<file path="config.mk">
export PLATFORM = sky130hd
export DESIGN_NAME = bcc_charge_control
export DESIGN_NICKNAME = d
export VERILOG_FILES = /design/src/bcc_charge_control.v
export VERILOG_INCLUDE_DIRS = /design/src /design/src/src
export SDC_FILE = /design/constraint.sdc
export NUM_CORES = 1
export LEC_CHECK = 0
export BUFFER_PORTS_ARGS = -buffer_cell sky130_fd_sc_hd__buf_2
export CORE_ASPECT_RATIO = 1.4
export CORE_MARGIN = 4
export CORE_UTILIZATION = 55
export CTS_BUF_LIST = sky130_fd_sc_hd__clkbuf_4
export CTS_CLUSTER_SIZE = 16
export DETAILED_ROUTE_END_ITERATION = 8
export GPL_TIMING_DRIVEN = 0
export PLACE_DENSITY_LB_ADDON = 0.1
export RECOVER_POWER = 100
export SYNTH_ARGS = -nofsm -noshare
export SYNTH_HDL_FRONTEND = slang
export SYNTH_SLANG_ARGS = --single-unit
</file>
<file path="constraint.sdc">
create_clock -name I_MCLK -period 19.3 [get_ports I_MCLK]
set_input_delay 1.93 -clock I_MCLK [delete_from_list [all_inputs] [get_ports I_MCLK]]
set_output_delay 1.93 -clock I_MCLK [all_outputs]
set_load 0.01 [all_outputs]
</file>
<file path="src/bcc_defs.vh">
// Functional notes
// RQ1 - Charger sits in Off whenever its supply is absent.
// RQ2 - Supply present and battery below 2.9 V selects trickle charge.
// RQ3 - Battery above 2.9 V, below float, selects constant-current fast charge.
// RQ4 - At float voltage switch to constant voltage, trimming current to hold float.
// RQ5 - Charging stops when battery reaches the 4.2 V termination level.
// RQ6 - Fully charged battery enters standby with no charge current.
// RQ7 - Codes 1..15 pick current evenly spaced from 40 mA to 135 mA.
// RQ8 - Codes outside 0..15 leave the present charge current unchanged.
// RQ9 - Code zero means no change; default zero gives nominal 40 mA.
// RQ10 - Supply present and not full: charger runs and indicator LED lights.
// RQ11 - Until firmware runs, LED pulses at low duty cycle.
// RQ12 - Charger supply presence is detected and readable by firmware.
// RQ13 - Three programmable mV thresholds: warning start, regulator off, warning cease.
// RQ14 - Low-battery warning drives a configured general-purpose pin while it holds.
// RQ15 - Firmware should set turn-off threshold to keep battery above 2.8 V.
// RQ16 - Transitions are evaluated on each new battery sample, registered next edge.
// RQ17 - From standby, resume charging when battery drops below float with supply present.
`ifndef BCC_DEFS_VH
`define BCC_DEFS_VH
`define BCC_REG_CHG_LEVEL 12'h39b
`define BCC_REG_CTRL 12'h3a0
`define BCC_REG_STATUS 12'h3a1
`define BCC_REG_WARN_ON 12'h3a2
`define BCC_REG_REG_OFF 12'h3a3
`define BCC_REG_WARN_OFF 12'h3a4
`define BCC_REG_FLOAT 12'h3a5
`define BCC_REG_TERM 12'h3a6
`define BCC_REG_IRQ_STAT 12'h3a7
`define BCC_REG_IRQ_EN 12'h3a8
`define BCC_REG_IRQ_CLR 12'h3a9
`define BCC_REG_CUR_MA 12'h3aa
`define BCC_CHG_LEVEL_RST 16'h0000
`define BCC_TRICKLE_MV 16'h0b54
`define BCC_FLOAT_MV_RST 16'h1036
`define BCC_TERM_MV_RST 16'h1068
`define BCC_WARN_ON_RST 16'h0d48
`define BCC_REG_OFF_RST 16'h0ce4
`define BCC_WARN_OFF_RST 16'h0fa0
`define BCC_CUR_BASE_MA 8'h28
`define BCC_CUR_MAX_MA 8'h87
`define BCC_CUR_STEP_NUM 16'h005f
`define BCC_CUR_STEP_DEN 16'h000e
`define BCC_LED_PERIOD 16'h4e20
`define BCC_LED_ON 16'h07d0
`define BCC_CTRL_FW_RUN 0
`define BCC_CTRL_PIN_LO 1
`define BCC_CTRL_PIN_HI 4
`define BCC_IRQ_W 4
`endif

</file>
<file path="src/bcc_charge_control.v">
// Design decision made here: strobed register access.
`timescale 1ns/10ps
`default_nettype none
`include "bcc_defs.vh"
module bcc_charge_control #(
    parameter ADDR_W = 12,
    parameter NUM_PIO = 16
) (
    input wire I_MCLK,
    input wire I_RESETN,
    input wire [ADDR_W-1:0] I_ADDR,
    input wire [15:0] I_WDATA,
    input wire I_WR,
    input wire I_RD,
    output reg [15:0] O_RDATA,
    input wire I_CHARGER_SUPPLY_IN,
    input wire [15:0] I_BATTERY_TERMINAL_MV,
    input wire I_SAMPLE_VALID,
    output reg O_CHARGE_EN,
    output reg O_CV_MODE,
    output reg [7:0] O_CHARGE_MA,
    output reg O_CHARGE_INDICATOR_LED,
    output reg O_REGULATOR_OFF,
    output reg [NUM_PIO-1:0] O_LOW_BATTERY_INDICATOR_PIN,
    output reg [NUM_PIO-1:0] O_LOW_BATTERY_INDICATOR_PIN_OE_N,
    output wire O_IRQ
);

// ----------------------------------------
// States and events
// ----------------------------------------
localparam ST_OFF = 5'h01;
localparam ST_TRICKLE = 5'h02;
localparam ST_CC = 5'h04;
localparam ST_CV = 5'h08;
localparam ST_STBY = 5'h10;

reg [4:0] state_r;
reg [4:0] state_nxt;
reg [15:0] level_r;
reg [7:0] cur_ma_r;
reg [15:0] ctrl_r;
reg [15:0] warn_on_r;
reg [15:0] reg_off_r;
reg [15:0] warn_off_r;
reg [15:0] float_r;
reg [15:0] term_r;
reg [15:0] bat_r;
reg warn_r;
reg regoff_r;
reg supply_d_r;
reg [15:0] led_cnt_r;
reg [`BCC_IRQ_W-1:0] irq_stat_r;
reg [`BCC_IRQ_W-1:0] irq_en_r;
reg [`BCC_IRQ_W-1:0] irq_clr;
wire [`BCC_IRQ_W-1:0] irq_evt;
wire [3:0] pin_sel;
wire charging;
reg warn_nxt;
reg [8:0] step_ma;
wire [15:0] code_m1;
wire [15:0] cur_calc;
wire evt_supply;
wire evt_stby;
wire evt_warn;
wire evt_regoff;
wire [15:0] status_word;

assign pin_sel = ctrl_r[`BCC_CTRL_PIN_HI:`BCC_CTRL_PIN_LO];
assign charging = state_r[1] | state_r[2] | state_r[3];

// ----------------------------------------
// Charger state machine
// ----------------------------------------
always @* begin
    state_nxt = state_r;
    // Supply loss overrides any sample
    if (!I_CHARGER_SUPPLY_IN) begin
        state_nxt = ST_OFF; // RQ1
    end else if (I_SAMPLE_VALID) begin // RQ16
        case (state_r)
            ST_OFF, ST_TRICKLE, ST_CC: begin
                if (I_BATTERY_TERMINAL_MV < `BCC_TRICKLE_MV) begin
                    state_nxt = ST_TRICKLE; // RQ2
                end else if (I_BATTERY_TERMINAL_MV < float_r) begin
                    state_nxt = ST_CC; // RQ3
                end else begin
                    state_nxt = ST_CV; // RQ4
                end
            end
            ST_CV: begin
                if (I_BATTERY_TERMINAL_MV >= term_r) begin
                    state_nxt = ST_STBY; // RQ5 RQ6
                end else if (I_BATTERY_TERMINAL_MV < `BCC_TRICKLE_MV) begin
                    state_nxt = ST_TRICKLE;
                end
            end
            ST_STBY: begin
                if (I_BATTERY_TERMINAL_MV < float_r) begin
                    state_nxt = (I_BATTERY_TERMINAL_MV < `BCC_TRICKLE_MV) ? ST_TRICKLE : ST_CC; // RQ17
                end
            end
            default: begin
                state_nxt = ST_OFF;
            end
        endcase
    end
end

// Trickle runs at a quarter of the base current
always @* begin
    step_ma = 9'h000;
    if (state_r == ST_TRICKLE) begin
        step_ma = {1'b0, `BCC_CUR_BASE_MA} >> 2;
    end else if (state_r == ST_CC || state_r == ST_CV) begin
        step_ma = {1'b0, cur_ma_r};
    end
end

// ----------------------------------------
// Charge current decode
// ----------------------------------------
// Widened to 16 bits so the product of code and step cannot wrap
assign code_m1 = I_WDATA - 16'h0001;
assign cur_calc = {8'h00, `BCC_CUR_BASE_MA} + (code_m1 * `BCC_CUR_STEP_NUM) / `BCC_CUR_STEP_DEN; // RQ7

// ----------------------------------------
// Low-battery protection
// ----------------------------------------
always @* begin
    warn_nxt = warn_r;
    // No warning before the first sample has arrived
    if (bat_r <= warn_on_r && bat_r != 16'h0000) begin
        warn_nxt = 1'b1; // RQ13
    end else if (bat_r >= warn_off_r) begin
        warn_nxt = 1'b0; // RQ13
    end
end

// ----------------------------------------
// Interrupt events
// ----------------------------------------
assign evt_supply = I_CHARGER_SUPPLY_IN ^ supply_d_r;
assign evt_stby = (state_nxt == ST_STBY) && (state_r != ST_STBY);
assign evt_warn = warn_nxt & ~warn_r;
// Fires once, on the first sample at or below the turn-off level
assign evt_regoff = !regoff_r && (bat_r <= reg_off_r) && (bat_r != 16'h0000);
assign irq_evt = {evt_regoff, evt_warn, evt_stby, evt_supply};

// ----------------------------------------
// Status word
// ----------------------------------------
assign status_word = {7'h00,
                      regoff_r,
                      warn_r,
                      I_CHARGER_SUPPLY_IN, // RQ12
                      1'b0,
                      state_r};

// ----------------------------------------
// Registers and outputs
// ----------------------------------------

always @(posedge I_MCLK) begin
    if (!I_RESETN) begin
        state_r <= ST_OFF;
        level_r <= `BCC_CHG_LEVEL_RST;
        cur_ma_r <= `BCC_CUR_BASE_MA;
        ctrl_r <= 16'h0000;
        warn_on_r <= `BCC_WARN_ON_RST;
        reg_off_r <= `BCC_REG_OFF_RST;
        warn_off_r <= `BCC_WARN_OFF_RST;
        float_r <= `BCC_FLOAT_MV_RST;
        term_r <= `BCC_TERM_MV_RST;
        bat_r <= 16'h0000;
        warn_r <= 1'b0;
        regoff_r <= 1'b0;
        supply_d_r <= 1'b0;
        irq_stat_r <= {`BCC_IRQ_W{1'b0}};
        irq_en_r <= {`BCC_IRQ_W{1'b0}};
        O_RDATA <= 16'h0000;
        O_CHARGE_EN <= 1'b0;
        O_CV_MODE <= 1'b0;
        O_CHARGE_MA <= 8'h00;
        O_CHARGE_INDICATOR_LED <= 1'b0;
        O_REGULATOR_OFF <= 1'b0;
        O_LOW_BATTERY_INDICATOR_PIN <= {NUM_PIO{1'b0}};
        O_LOW_BATTERY_INDICATOR_PIN_OE_N <= {NUM_PIO{1'b1}};
    end else begin
        state_r <= state_nxt; // RQ16
        supply_d_r <= I_CHARGER_SUPPLY_IN;
        if (I_SAMPLE_VALID) begin
            bat_r <= I_BATTERY_TERMINAL_MV;
        end
        warn_r <= warn_nxt;
        // Sticky until reset: regulators stay off once tripped
        if (bat_r <= reg_off_r && bat_r != 16'h0000) begin
            regoff_r <= 1'b1; // RQ13
        end
        O_REGULATOR_OFF <= regoff_r;
        // Only the selected pin is driven, the others stay released
        // RQ14
        O_LOW_BATTERY_INDICATOR_PIN <= {NUM_PIO{1'b0}};
        O_LOW_BATTERY_INDICATOR_PIN_OE_N <= {NUM_PIO{1'b1}};
        O_LOW_BATTERY_INDICATOR_PIN[pin_sel] <= warn_r;
        O_LOW_BATTERY_INDICATOR_PIN_OE_N[pin_sel] <= 1'b0;
        // ----------------------------------------
        // Charge outputs
        // ----------------------------------------
        // Charge outputs follow the registered state
        O_CHARGE_EN <= charging; // RQ6 RQ10
        O_CV_MODE <= (state_r == ST_CV); // RQ4
        O_CHARGE_MA <= step_ma[7:0];
        // RQ10 RQ11
        if (!charging) begin
            O_CHARGE_INDICATOR_LED <= 1'b0;
        end else if (ctrl_r[`BCC_CTRL_FW_RUN]) begin
            O_CHARGE_INDICATOR_LED <= 1'b1;
        end else begin
            O_CHARGE_INDICATOR_LED <= (led_cnt_r < `BCC_LED_ON);
        end
        // Events set, set wins over clear
        irq_stat_r <= (irq_stat_r & ~irq_clr) | irq_evt;
        // ----------------------------------------
        // Register write path
        // ----------------------------------------
        // Register writes
        if (I_WR) begin
            case (I_ADDR)
                `BCC_REG_CHG_LEVEL: begin
                    // Codes above 15 are dropped entirely
                    // A zero is stored for readback but keeps the current
                    if (I_WDATA <= 16'h000f) begin // RQ8
                        level_r <= I_WDATA;
                        if (I_WDATA != 16'h0000) begin // RQ9
                            // RQ7: 40 + (code-1)*95/14 mA, rounded down
                            cur_ma_r <= cur_calc[7:0];
                        end
                    end
                end
                `BCC_REG_CTRL: ctrl_r <= I_WDATA;
                `BCC_REG_WARN_ON: warn_on_r <= I_WDATA;
                `BCC_REG_REG_OFF: reg_off_r <= I_WDATA;
                `BCC_REG_WARN_OFF: warn_off_r <= I_WDATA;
                `BCC_REG_FLOAT: float_r <= I_WDATA;
                `BCC_REG_TERM: term_r <= I_WDATA;
                `BCC_REG_IRQ_EN: irq_en_r <= I_WDATA[`BCC_IRQ_W-1:0];
                default: begin
                end
            endcase
        end
        // ----------------------------------------
        // Register read path
        // ----------------------------------------
        // Register reads, answered one cycle later
        O_RDATA <= 16'h0000;
        if (I_RD) begin
            case (I_ADDR)
                `BCC_REG_CHG_LEVEL: O_RDATA <= level_r;
                `BCC_REG_CTRL: O_RDATA <= ctrl_r;
                // RQ12
                `BCC_REG_STATUS: O_RDATA <= status_word;
                `BCC_REG_WARN_ON: O_RDATA <= warn_on_r;
                `BCC_REG_REG_OFF: O_RDATA <= reg_off_r;
                `BCC_REG_WARN_OFF: O_RDATA <= warn_off_r;
                `BCC_REG_FLOAT: O_RDATA <= float_r;
                `BCC_REG_TERM: O_RDATA <= term_r;
                `BCC_REG_IRQ_STAT: O_RDATA <= {{(16-`BCC_IRQ_W){1'b0}}, irq_stat_r};
                `BCC_REG_IRQ_EN: O_RDATA <= {{(16-`BCC_IRQ_W){1'b0}}, irq_en_r};
                `BCC_REG_CUR_MA: O_RDATA <= {8'h00, cur_ma_r};
                default: O_RDATA <= 16'h0000;
            endcase
        end
    end
end

// ----------------------------------------
// Indicator pulse timer
// ----------------------------------------
// Free-running, so the pulse phase does not depend on when charging starts
always @(posedge I_MCLK) begin
    if (!I_RESETN) begin
        led_cnt_r <= 16'h0000;
    end else if (led_cnt_r >= `BCC_LED_PERIOD - 16'h0001) begin
        led_cnt_r <= 16'h0000; // RQ11
    end else begin
        led_cnt_r <= led_cnt_r + 16'h0001;
    end
end

// ----------------------------------------
// Interrupt clear and request
// ----------------------------------------
always @* begin
    irq_clr = {`BCC_IRQ_W{1'b0}};
    if (I_WR && I_ADDR == `BCC_REG_IRQ_CLR) begin
        irq_clr = I_WDATA[`BCC_IRQ_W-1:0];
    end
end

// Level output, high while any enabled status bit is set
assign O_IRQ = |(irq_stat_r & irq_en_r);

endmodule // bcc_charge_control
`default_nettype wire

</file>
Word level (Yosys, flattened, before mapping) --
Index checks and enable logic that the tools add are counted.
Cells by class: multiply operators 1, reductions and logical operators 26, mux-type cells 18, bitwise operators 13, divide/modulo/power cells 1, order comparisons 11, eq/ne operators 19, add/subtract/negate cells 3
Operators by type and width (count):
- 16-bit case mux with 11 select lines | 1
- 12-bit by 10-bit == test with 1-bit output, second input constant | 12
- 16-bit greater-or-equal comparator | 2
- 16-bit less-or-equal comparator | 2
- 16-bit nonzero test | 2
- 5-bit two-way mux | 5
- 4-bit two-way mux | 5
- 2-bit AND reduction | 9
- 16-bit by 1-bit adder with 16-bit output, second input constant | 1
- 16-bit AND | 1
- 16-bit by 4-bit divider with 16-bit output, second input constant | 1
- 16-bit by 15-bit greater-or-equal comparator with 1-bit output, second input constant | 1
- 16-bit by 4-bit less-or-equal comparator with 1-bit output, second input constant | 1
- 16-bit by 11-bit < comparator with 1-bit output, second input constant | 1
- 16-bit by 12-bit < comparator with 1-bit output, second input constant | 1
- 16-bit < comparator | 1
- 16-bit by 7-bit multiplier with 16-bit output, second input constant | 1
- 16-bit NOT | 1
- 16-bit by 1-bit subtractor with 16-bit output, second input constant | 1
- 5-bit case mux with 3 select lines | 1
- 5-bit == test, second input constant | 2
- 6-bit by 8-bit adder with 8-bit output, first input constant | 1
- 4-bit AND | 2
- 1-bit logical AND | 7
- 23 further kinds | 30
Word-level totals: output and inout port bits 61, register bits after elaboration 228, word-level logic and storage cells 117, input port bits 50

Longest topological paths before layout --
Gate-level depths: netlist of the first run.
depth after elaboration 9, gate-level depth with buffers 60, mapped depth without buffers 49

Least setup slack after synthesis of the first run --
No wires, ideal clock.
kind input to register, from input I_WDATA[1], to register cur_ma_r[0], arrival 15.082 ns, stages 56, setup time 0.119 ns, data required time 19.181 ns, buffers on the path 8, setup slack 4.100 ns, cell sequence clkbuf_1 -> inv_1 -> ha_1 -> or4b_1 -> buf_2 -> nand2b_1 -> or3_1 -> xnor2_1 -> inv_1 -> fa_1 -> inv_1 -> fa_1 -> fa_1 -> inv_1 -> fa_1 -> inv_1 -> ha_1 -> clkbuf_1 -> [20 not listed] -> a22oi_2 -> mux2i_1 -> nor3_1 -> buf_2 -> or4_1 -> and2_1 -> buf_2 -> a21oi_1 -> o21ai_1 -> a221o_1 -> o211ai_2 -> and3_4 -> o311ai_4 -> xnor2_2 -> nor4_2 -> o211a_1 -> a21oi_1 -> o221a_1
On the way: longest elaborated chain between the ends 4, elaborated cells between the ends (all ways) 7, classes of those cells 2 x add/sub; 1 x mul; 1 x div; 1 x order compare; 2 x reduce/logical
RTL lines:
- start, declared | line bcc_charge_control.v:12 | input wire [15:0] I_WDATA,
- 16-bit by 1-bit subtractor with 16-bit output | line bcc_charge_control.v:124 | assign code_m1 = I_WDATA - 16'h0001;
- 16-bit by 7-bit multiplier with 16-bit output (no line)
- 16-bit by 4-bit divider with 16-bit output (no line)
- 6-bit by 8-bit adder with 8-bit output (no line)
- end signal, assigned | line bcc_charge_control.v:168 | cur_ma_r <= `BCC_CUR_BASE_MA;
- end signal, assigned | line bcc_charge_control.v:237 | cur_ma_r <= cur_calc[7:0];
- end, declared | line bcc_charge_control.v:41 | reg [7:0] cur_ma_r;
Parallel ways exist; a longest one is shown, timed or not. A chain may end at the register's enable or synchronous reset.

Worst setup path in the final report of the first run --
from input I_WDATA[2], to register cur_ma_r[0]
Same word-level chain as after synthesis.

==> metrics, run 1 <==
status=complete, but fails checks; failing checks=DRC; final count of hold timing violations=0; Num CTS Buffers=54; main combinational cell family by area after synthesis=simple AND/OR/NAND/NOR gates; via count=around 17000; clock tree sinks=228; Die Width=between 150 and 200 µm; Setup TNS=0 ps; Final GP Congestion=around 1.0; vias per inst=~6.3; Syn Nets=between 2000 and 2500; worst r2r path cells=30; number of flops mapped to enable cells by yosys=0; most frequent CP cell=buf_2; top_reg_cell synth=dfxtp_1; DP Area=about 18000 µm²; total setup buffers inserted after CTS=0; Synth warnings=0; RSZ-0062 raised after global routing=no; I/O pins=111; final worst slack=~1500 ps; Max-Cap Viols=0; startpoint types=input pin; Clock Skew=30.5 ps; Seq/Total Area, Yosys=26.3%; Slowest-stage cell, CP=a211oi_1; Tmin final=~18000 ps; Yosys reg bits=between 200 and 250; setup slack, reg-to-reg=14690 ps; Cell Rows=76; CP Class=in -> reg; number of routed nets with antenna violations=0; Die Height=218 µm; WHS Endpoint=ctrl_r[9]; All-Layer GR Usage=approximately a third; crit-path max FO=10; worst-margin pin slew=~1300 ps; max-slew violation count=0; Clock Root Buffer=clkbuf_4; clk buf depth=3; CTS tree=yes; Filler cells=~2900; first-pass GRT wire length=91100 µm; initial antenna violation count=5; Overflow after GRT=0; share of cells above drive strength 1=9.29%; CP Data Required Time=about 20000 ps; Synth Area in Simple Gates=24.7%; Cells after Synth=about 2200; kind of end point of the critical path=flip-flop; mux contribution to synthesized area=2.22%; Adder-Cell Fraction of Synth Area=between 10% and 20%; final wirelength=about 60000 µm; post-layout util=a little over 60%; Synth async-reset ratio=0%; # hold bufs at CTS=0; hold path start=ctrl_r[9]; Clk pin slew, worst setup/hold paths=70 ps; reg-to-reg startpoint=float_r[1]; largest net degree at the start of global routing=17; reg-to-reg endpoint=irq_stat_r[1]; drt pass-1 iters=9; drt initial violations=~1400; HP Class=reg -> reg; Synth Area in XOR/XNOR=under 10%; # DRC=2; starting density of the core=56.1%; Total Nets Final=around 2500; pre-CTS setup slack=between 1500 and 2000 ps; period utilization=approximately 90%; Worst Path Arrival=roughly 18000 ps; WHS Path Cells=2; Syn Area/Cell=7.98 µm²; Core Area=around 30000 µm²; H-Tree Depth=2; Max-slew headroom=approximately an eighth; fin area=about 19000 µm²; Synth Area in Compound Gates=22.1%; Netlist cell types=between 100 and 150; Synth Cell Area=approximately 17000 µm²; DIE AREA=about 34000 µm²; final setup vio count=0; fmax=between 0.05 and 0.06 GHz; dpl hpwl=47600 µm; slowest stage delay, CP=~660 ps; routed len/inst=21.7 µm; area grow syn2layout=9.17%; clk_lat worst skew=740 ps; I/O Buffers=just over 100; number of global-route vias before repair=between 15000 and 20000; post-cts sizing count=0
==> worst max-delay path by stage <==
stage / from / end / slack, ps / depth (start not counted)
6_report: I_WDATA[2] / cur_ma_r[0] / 1540 / 56
3_3_place_gp: I_WDATA[2] / cur_ma_r[0] / 1780 / 55
5_1_grt: I_WDATA[2] / cur_ma_r[0] / 510 / 56
4_1_cts: I_WDATA[2] / cur_ma_r[0] / 2340 / 55
2_1_floorplan: I_WDATA[1] / cur_ma_r[0] / 4100 / 56
3_5_place_dp: I_WDATA[2] / cur_ma_r[0] / 1620 / 56
==> sequential cells by signal, summed over array words and instances, names as in the netlist, 4 cells and up <==
signal                            flops
cur_ma_r                              8
bat_r                                16
O_LOW_BATTERY_INDICATOR_PIN          16
warn_off_r                           16
led_cnt_r                            16
reg_off_r                            16
O_RDATA                              16
O_LOW_BATTERY_INDICATOR_PIN_OE_N     16
term_r                               16
O_CHARGE_MA                           8
level_r                              16
state_r                               5
irq_stat_r                            4
float_r                              16
warn_on_r                            16
irq_en_r                              4
ctrl_r                               16
==> stage by stage <==
step,hold WS (ps),std cells
finish,466,2761
global route,485,2759
CTS,465,2758
detailed placement,455,2664
global placement,442,2663
floorplan,426,2172
==> area by class of cell <==
type / instances / area, µm² / share of cell area, %
antenna: 3 / 7.51 / 0.0397
tap: 390 / 488 / 2.58
clock buffer: 75 / 563 / 2.98
inverter: 151 / 567 / 3.00
multi-input combinational: 1675 / 11700 / 61.8
sequential: 228 / 4560 / 24.1
timing repair buffer: 102 / 428 / 2.26
buffer: 118 / 507 / 2.68
clock inverter: 19 / 111 / 0.589
==> logic make-up after synthesis <==
kind of cell,Yosys count
buf+inv,269
simple gates,847
mux,37
fa+ha+maj,158
other cells,1
compound gates,539
xor+xnor,93
flops,228
==> cells in the final DEF, fill, tap and decap left out, types with 33 or more instances in the layout <==
master,instances
nand2_1,302
dfxtp_1,228
a21oi_1,167
clkbuf_1,153
nor2_1,152
inv_1,149
ha_1,117
clkbuf_4,75
nand3_1,66
o21ai_0,61
buf_2,57
xnor2_1,51
nor3_1,51
fa_1,40
and3_1,38
nand2b_1,37
xor2_1,33
o211ai_1,33
==> worst max-delay path, delay by kind of cell <==
kind / cells / cell delay (ps)
xor+xnor: 3 / 1060
compound gates: 18 / 5140
fa+ha+maj: 6 / 2660
mux: 2 / 810
simple gates: 15 / 4230
buf+inv: 12 / 2500
==> Yosys cell counts, types with 33 or more instances <==
| cell type | n | share of area, % |
|---|---|---|
| xor2_1 | 33 | 1.7 |
| nor2_1 | 152 | 3.3 |
| o211ai_1 | 33 | 1.4 |
| xnor2_1 | 51 | 2.6 |
| o21ai_0 | 61 | 1.8 |
| and3_1 | 38 | 1.4 |
| dfxtp_1 | 228 | 26 |
| nor3_1 | 51 | 1.5 |
| a21oi_1 | 167 | 4.8 |
| fa_1 | 40 | 4.6 |
| ha_1 | 117 | 8.4 |
| inv_1 | 148 | 3.2 |
| clkbuf_1 | 87 | 1.9 |
| nand2b_1 | 37 | 1.3 |
| nand3_1 | 66 | 1.9 |
| nand2_1 | 302 | 6.5 |
==> metal layers <==
layer  track usage, %  vias up  part of all wire, %
met5                0        -                0.022
met4             24.0        2                  8.3
met3             5.78      278                  6.9
met2             60.4      754                   50
met1             35.0     8119                   35
li1                 -     8133                    -
Power of run 1 is not shown: default switching activity piles up to over one toggle a cycle in this logic, so the estimate is an artifact.
==> inputs of run 2 (changes only) <==
--- a/config.mk
+++ b/config.mk
@@ -11,3 +11,3 @@
 export CORE_MARGIN = 4
-export CORE_UTILIZATION = 55
+export CORE_UTILIZATION = 60
 export CTS_BUF_LIST = sky130_fd_sc_hd__clkbuf_4
--- a/constraint.sdc
+++ b/constraint.sdc
@@ -3,2 +3,2 @@
 set_output_delay 1.93 -clock I_MCLK [all_outputs]
-set_load 0.01 [all_outputs]
+set_load 0.1 [all_outputs]
==> run 2 against run 1 <==
Net effect:
- the flow finishes with violations (capacitance limit, slew limit)
- cell area fell by 0.28%
- sequential share of layout area rose by 0.069 points
- count of clock-buffer cells in the layout rose by 1
- clock skew rose by 36 ps
==> metrics, run 2 (same netlist as run 1, synthesis figures left out) <==
share of cells above drive strength 1=9.28% (about the same); worst r2r path cells=30 (unchanged); routed len/inst=22.3 µm (+2.8%); failing checks=capacitance limit, slew limit; CTS tree=yes; startpoint types=input pin; total setup buffers inserted after CTS=0 (unchanged); WP buf/inv=11 (-1); final setup vio count=0 (unchanged); via count=17600 (+2.1%); Final GP Congestion=1.03 (-1.9%); Die Width=152 µm (-4.0%); starting density of the core=61.0% (+4.9 points); Worst Path Arrival=18450 ps (+70 ps); Num CTS Buffers=50 (-7.4%); Setup TNS=0 ps (unchanged); Clock Skew=66.5 ps (+36.0 ps); number of routed nets with antenna violations=0 (unchanged); All-Layer GR Usage=37.6% (+3.9 points); period utilization=92.6% (+0.58 points); clk buf depth=3 (unchanged); RSZ-0062 raised after global routing=no; Clock Root Buffer=clkbuf_4; Filler cells=2589 (-11%); clk_lat worst skew=710 ps (-30 ps); Core Area=28400 µm² (-8.1%); first-pass GRT wire length=93300 µm (+2.4%); final wirelength=61000 µm (+1.9%); Non-Filler Instances=2737 (-0.87%); initial antenna violation count=9 (+4); Cell Rows=73 (-3.9%); kind of end point of the critical path=flip-flop; Max-Cap Viols=2 (+2); dpl hpwl=48200 µm (+1.3%); Clk pin slew, worst setup/hold paths=70 ps (about the same); I/O Buffers=101 (unchanged); post-layout util=66.4% (+5.2 points); number of global-route vias before repair=17400 (+2.2%); commonest cells after routing, fill and taps aside=302 x nand2_1, 228 x dfxtp_1, 167 x a21oi_1; fmax=0.0560 GHz (-0.62%); cell family with most CP delay=compound AO/OA/AOI/OAI gates; max-slew violation count=10 (+10); H-Tree Depth=2 (unchanged); drt pass-1 iters=6 (-3); CP Data Required Time=19880 ps (-40 ps); largest net degree at the start of global routing=14 (-3); Slowest-stage cell, CP=o41ai_1; crit-path max FO=10 (unchanged); vias per inst=6.45 (+3.0%); status=complete, but fails checks; drt initial violations=1546 (+11%); area grow syn2layout=8.86%; slowest stage delay, CP=770 ps (+110 ps); Max-slew headroom=-9.95% (-23 points); HP Class=reg -> reg; cell count after placement=2648 (-0.60%); # hold bufs at CTS=0 (unchanged); clock tree sinks=228 (unchanged); worst-margin pin slew=1640 ps (+339 ps); WHS Path Cells=1 (-1); CP Class=in -> reg; most common cell after layout, fill and taps aside=nand2_1; Crit path depth=54 (-3.6%); Tmin final=17870 ps (+111 ps); # DRC=0 (-2); final worst slack=1430 ps (-111 ps); final count of hold timing violations=0 (unchanged); Overflow after GRT=0 (unchanged); pre-CTS setup slack=1360 ps (-263 ps); post-cts sizing count=0 (unchanged); Total Nets Final=2532 (-0.20%); FF+latch area=4560 µm² (unchanged); multi-input logic area=11700 µm² (about the same); I/O pins=111 (unchanged); Die Height=209 µm (-4.1%); DIE AREA=31700 µm² (-8.0%)
run 2: path summary, 6_finish.rpt:
path | start | slack [ps] | endpoint
max | I_WDATA[1] | 1430 | cur_ma_r[0]
min | led_cnt_r[0] | 460 | led_cnt_r[0]
max reg2reg | float_r[1] | 14550 | irq_stat_r[1]
min reg2reg | led_cnt_r[0] | 460 | led_cnt_r[0]
run 2: area by class of cell:
| type | count | share of cell area [%] |
|---|---|---|
| Buffer | 118 | 2.69 |
| Timing Repair Buffer | 101 | 2.26 |
| Clock buffer | 76 | 3.02 |
| Clock inverter | 10 | 0.358 |
| Tap cell | 375 | 2.49 |
| Inverter | 151 | 3.00 |
| Antenna cell | 3 | 0.0398 |
| Sequential cell | 228 | 24.2 |
| Multi-Input combinational cell | 1675 | 61.9 |
run 2: worst register-to-register path, delay by kind of cell, from the launching register on:
kind                     cells  cell delay (ps)
AND/OR/NAND/NOR             13             1360
multiplexers                 1              110
buffers and inverters        1               80
adder cells (fa/ha/maj)      1              270
AO/OA/AOI/OAI               14             2450
flip-flops                   1              360
run 2: routing by layer:
layer / track usage, % / up-vias / share of wire [%]
met1: 38.7 / 8221 / 34
met4: 31.5 / 12 / 10
li1: - / 8120 / -
met5: 0 / - / 0.13
met2: 65.3 / 905 / 49
met3: 6.07 / 385 / 7.1
run 2: stage by stage:
step           hold slack, ps  cell area (µm²)
5_1_grt                   489            18900
3_3_place_gp              439            18300
4_1_cts                   464            18900
3_5_place_dp              448            18300
6_report                  460            18900
2_1_floorplan             426            17300
Power of run 2 is left out for the same reason.
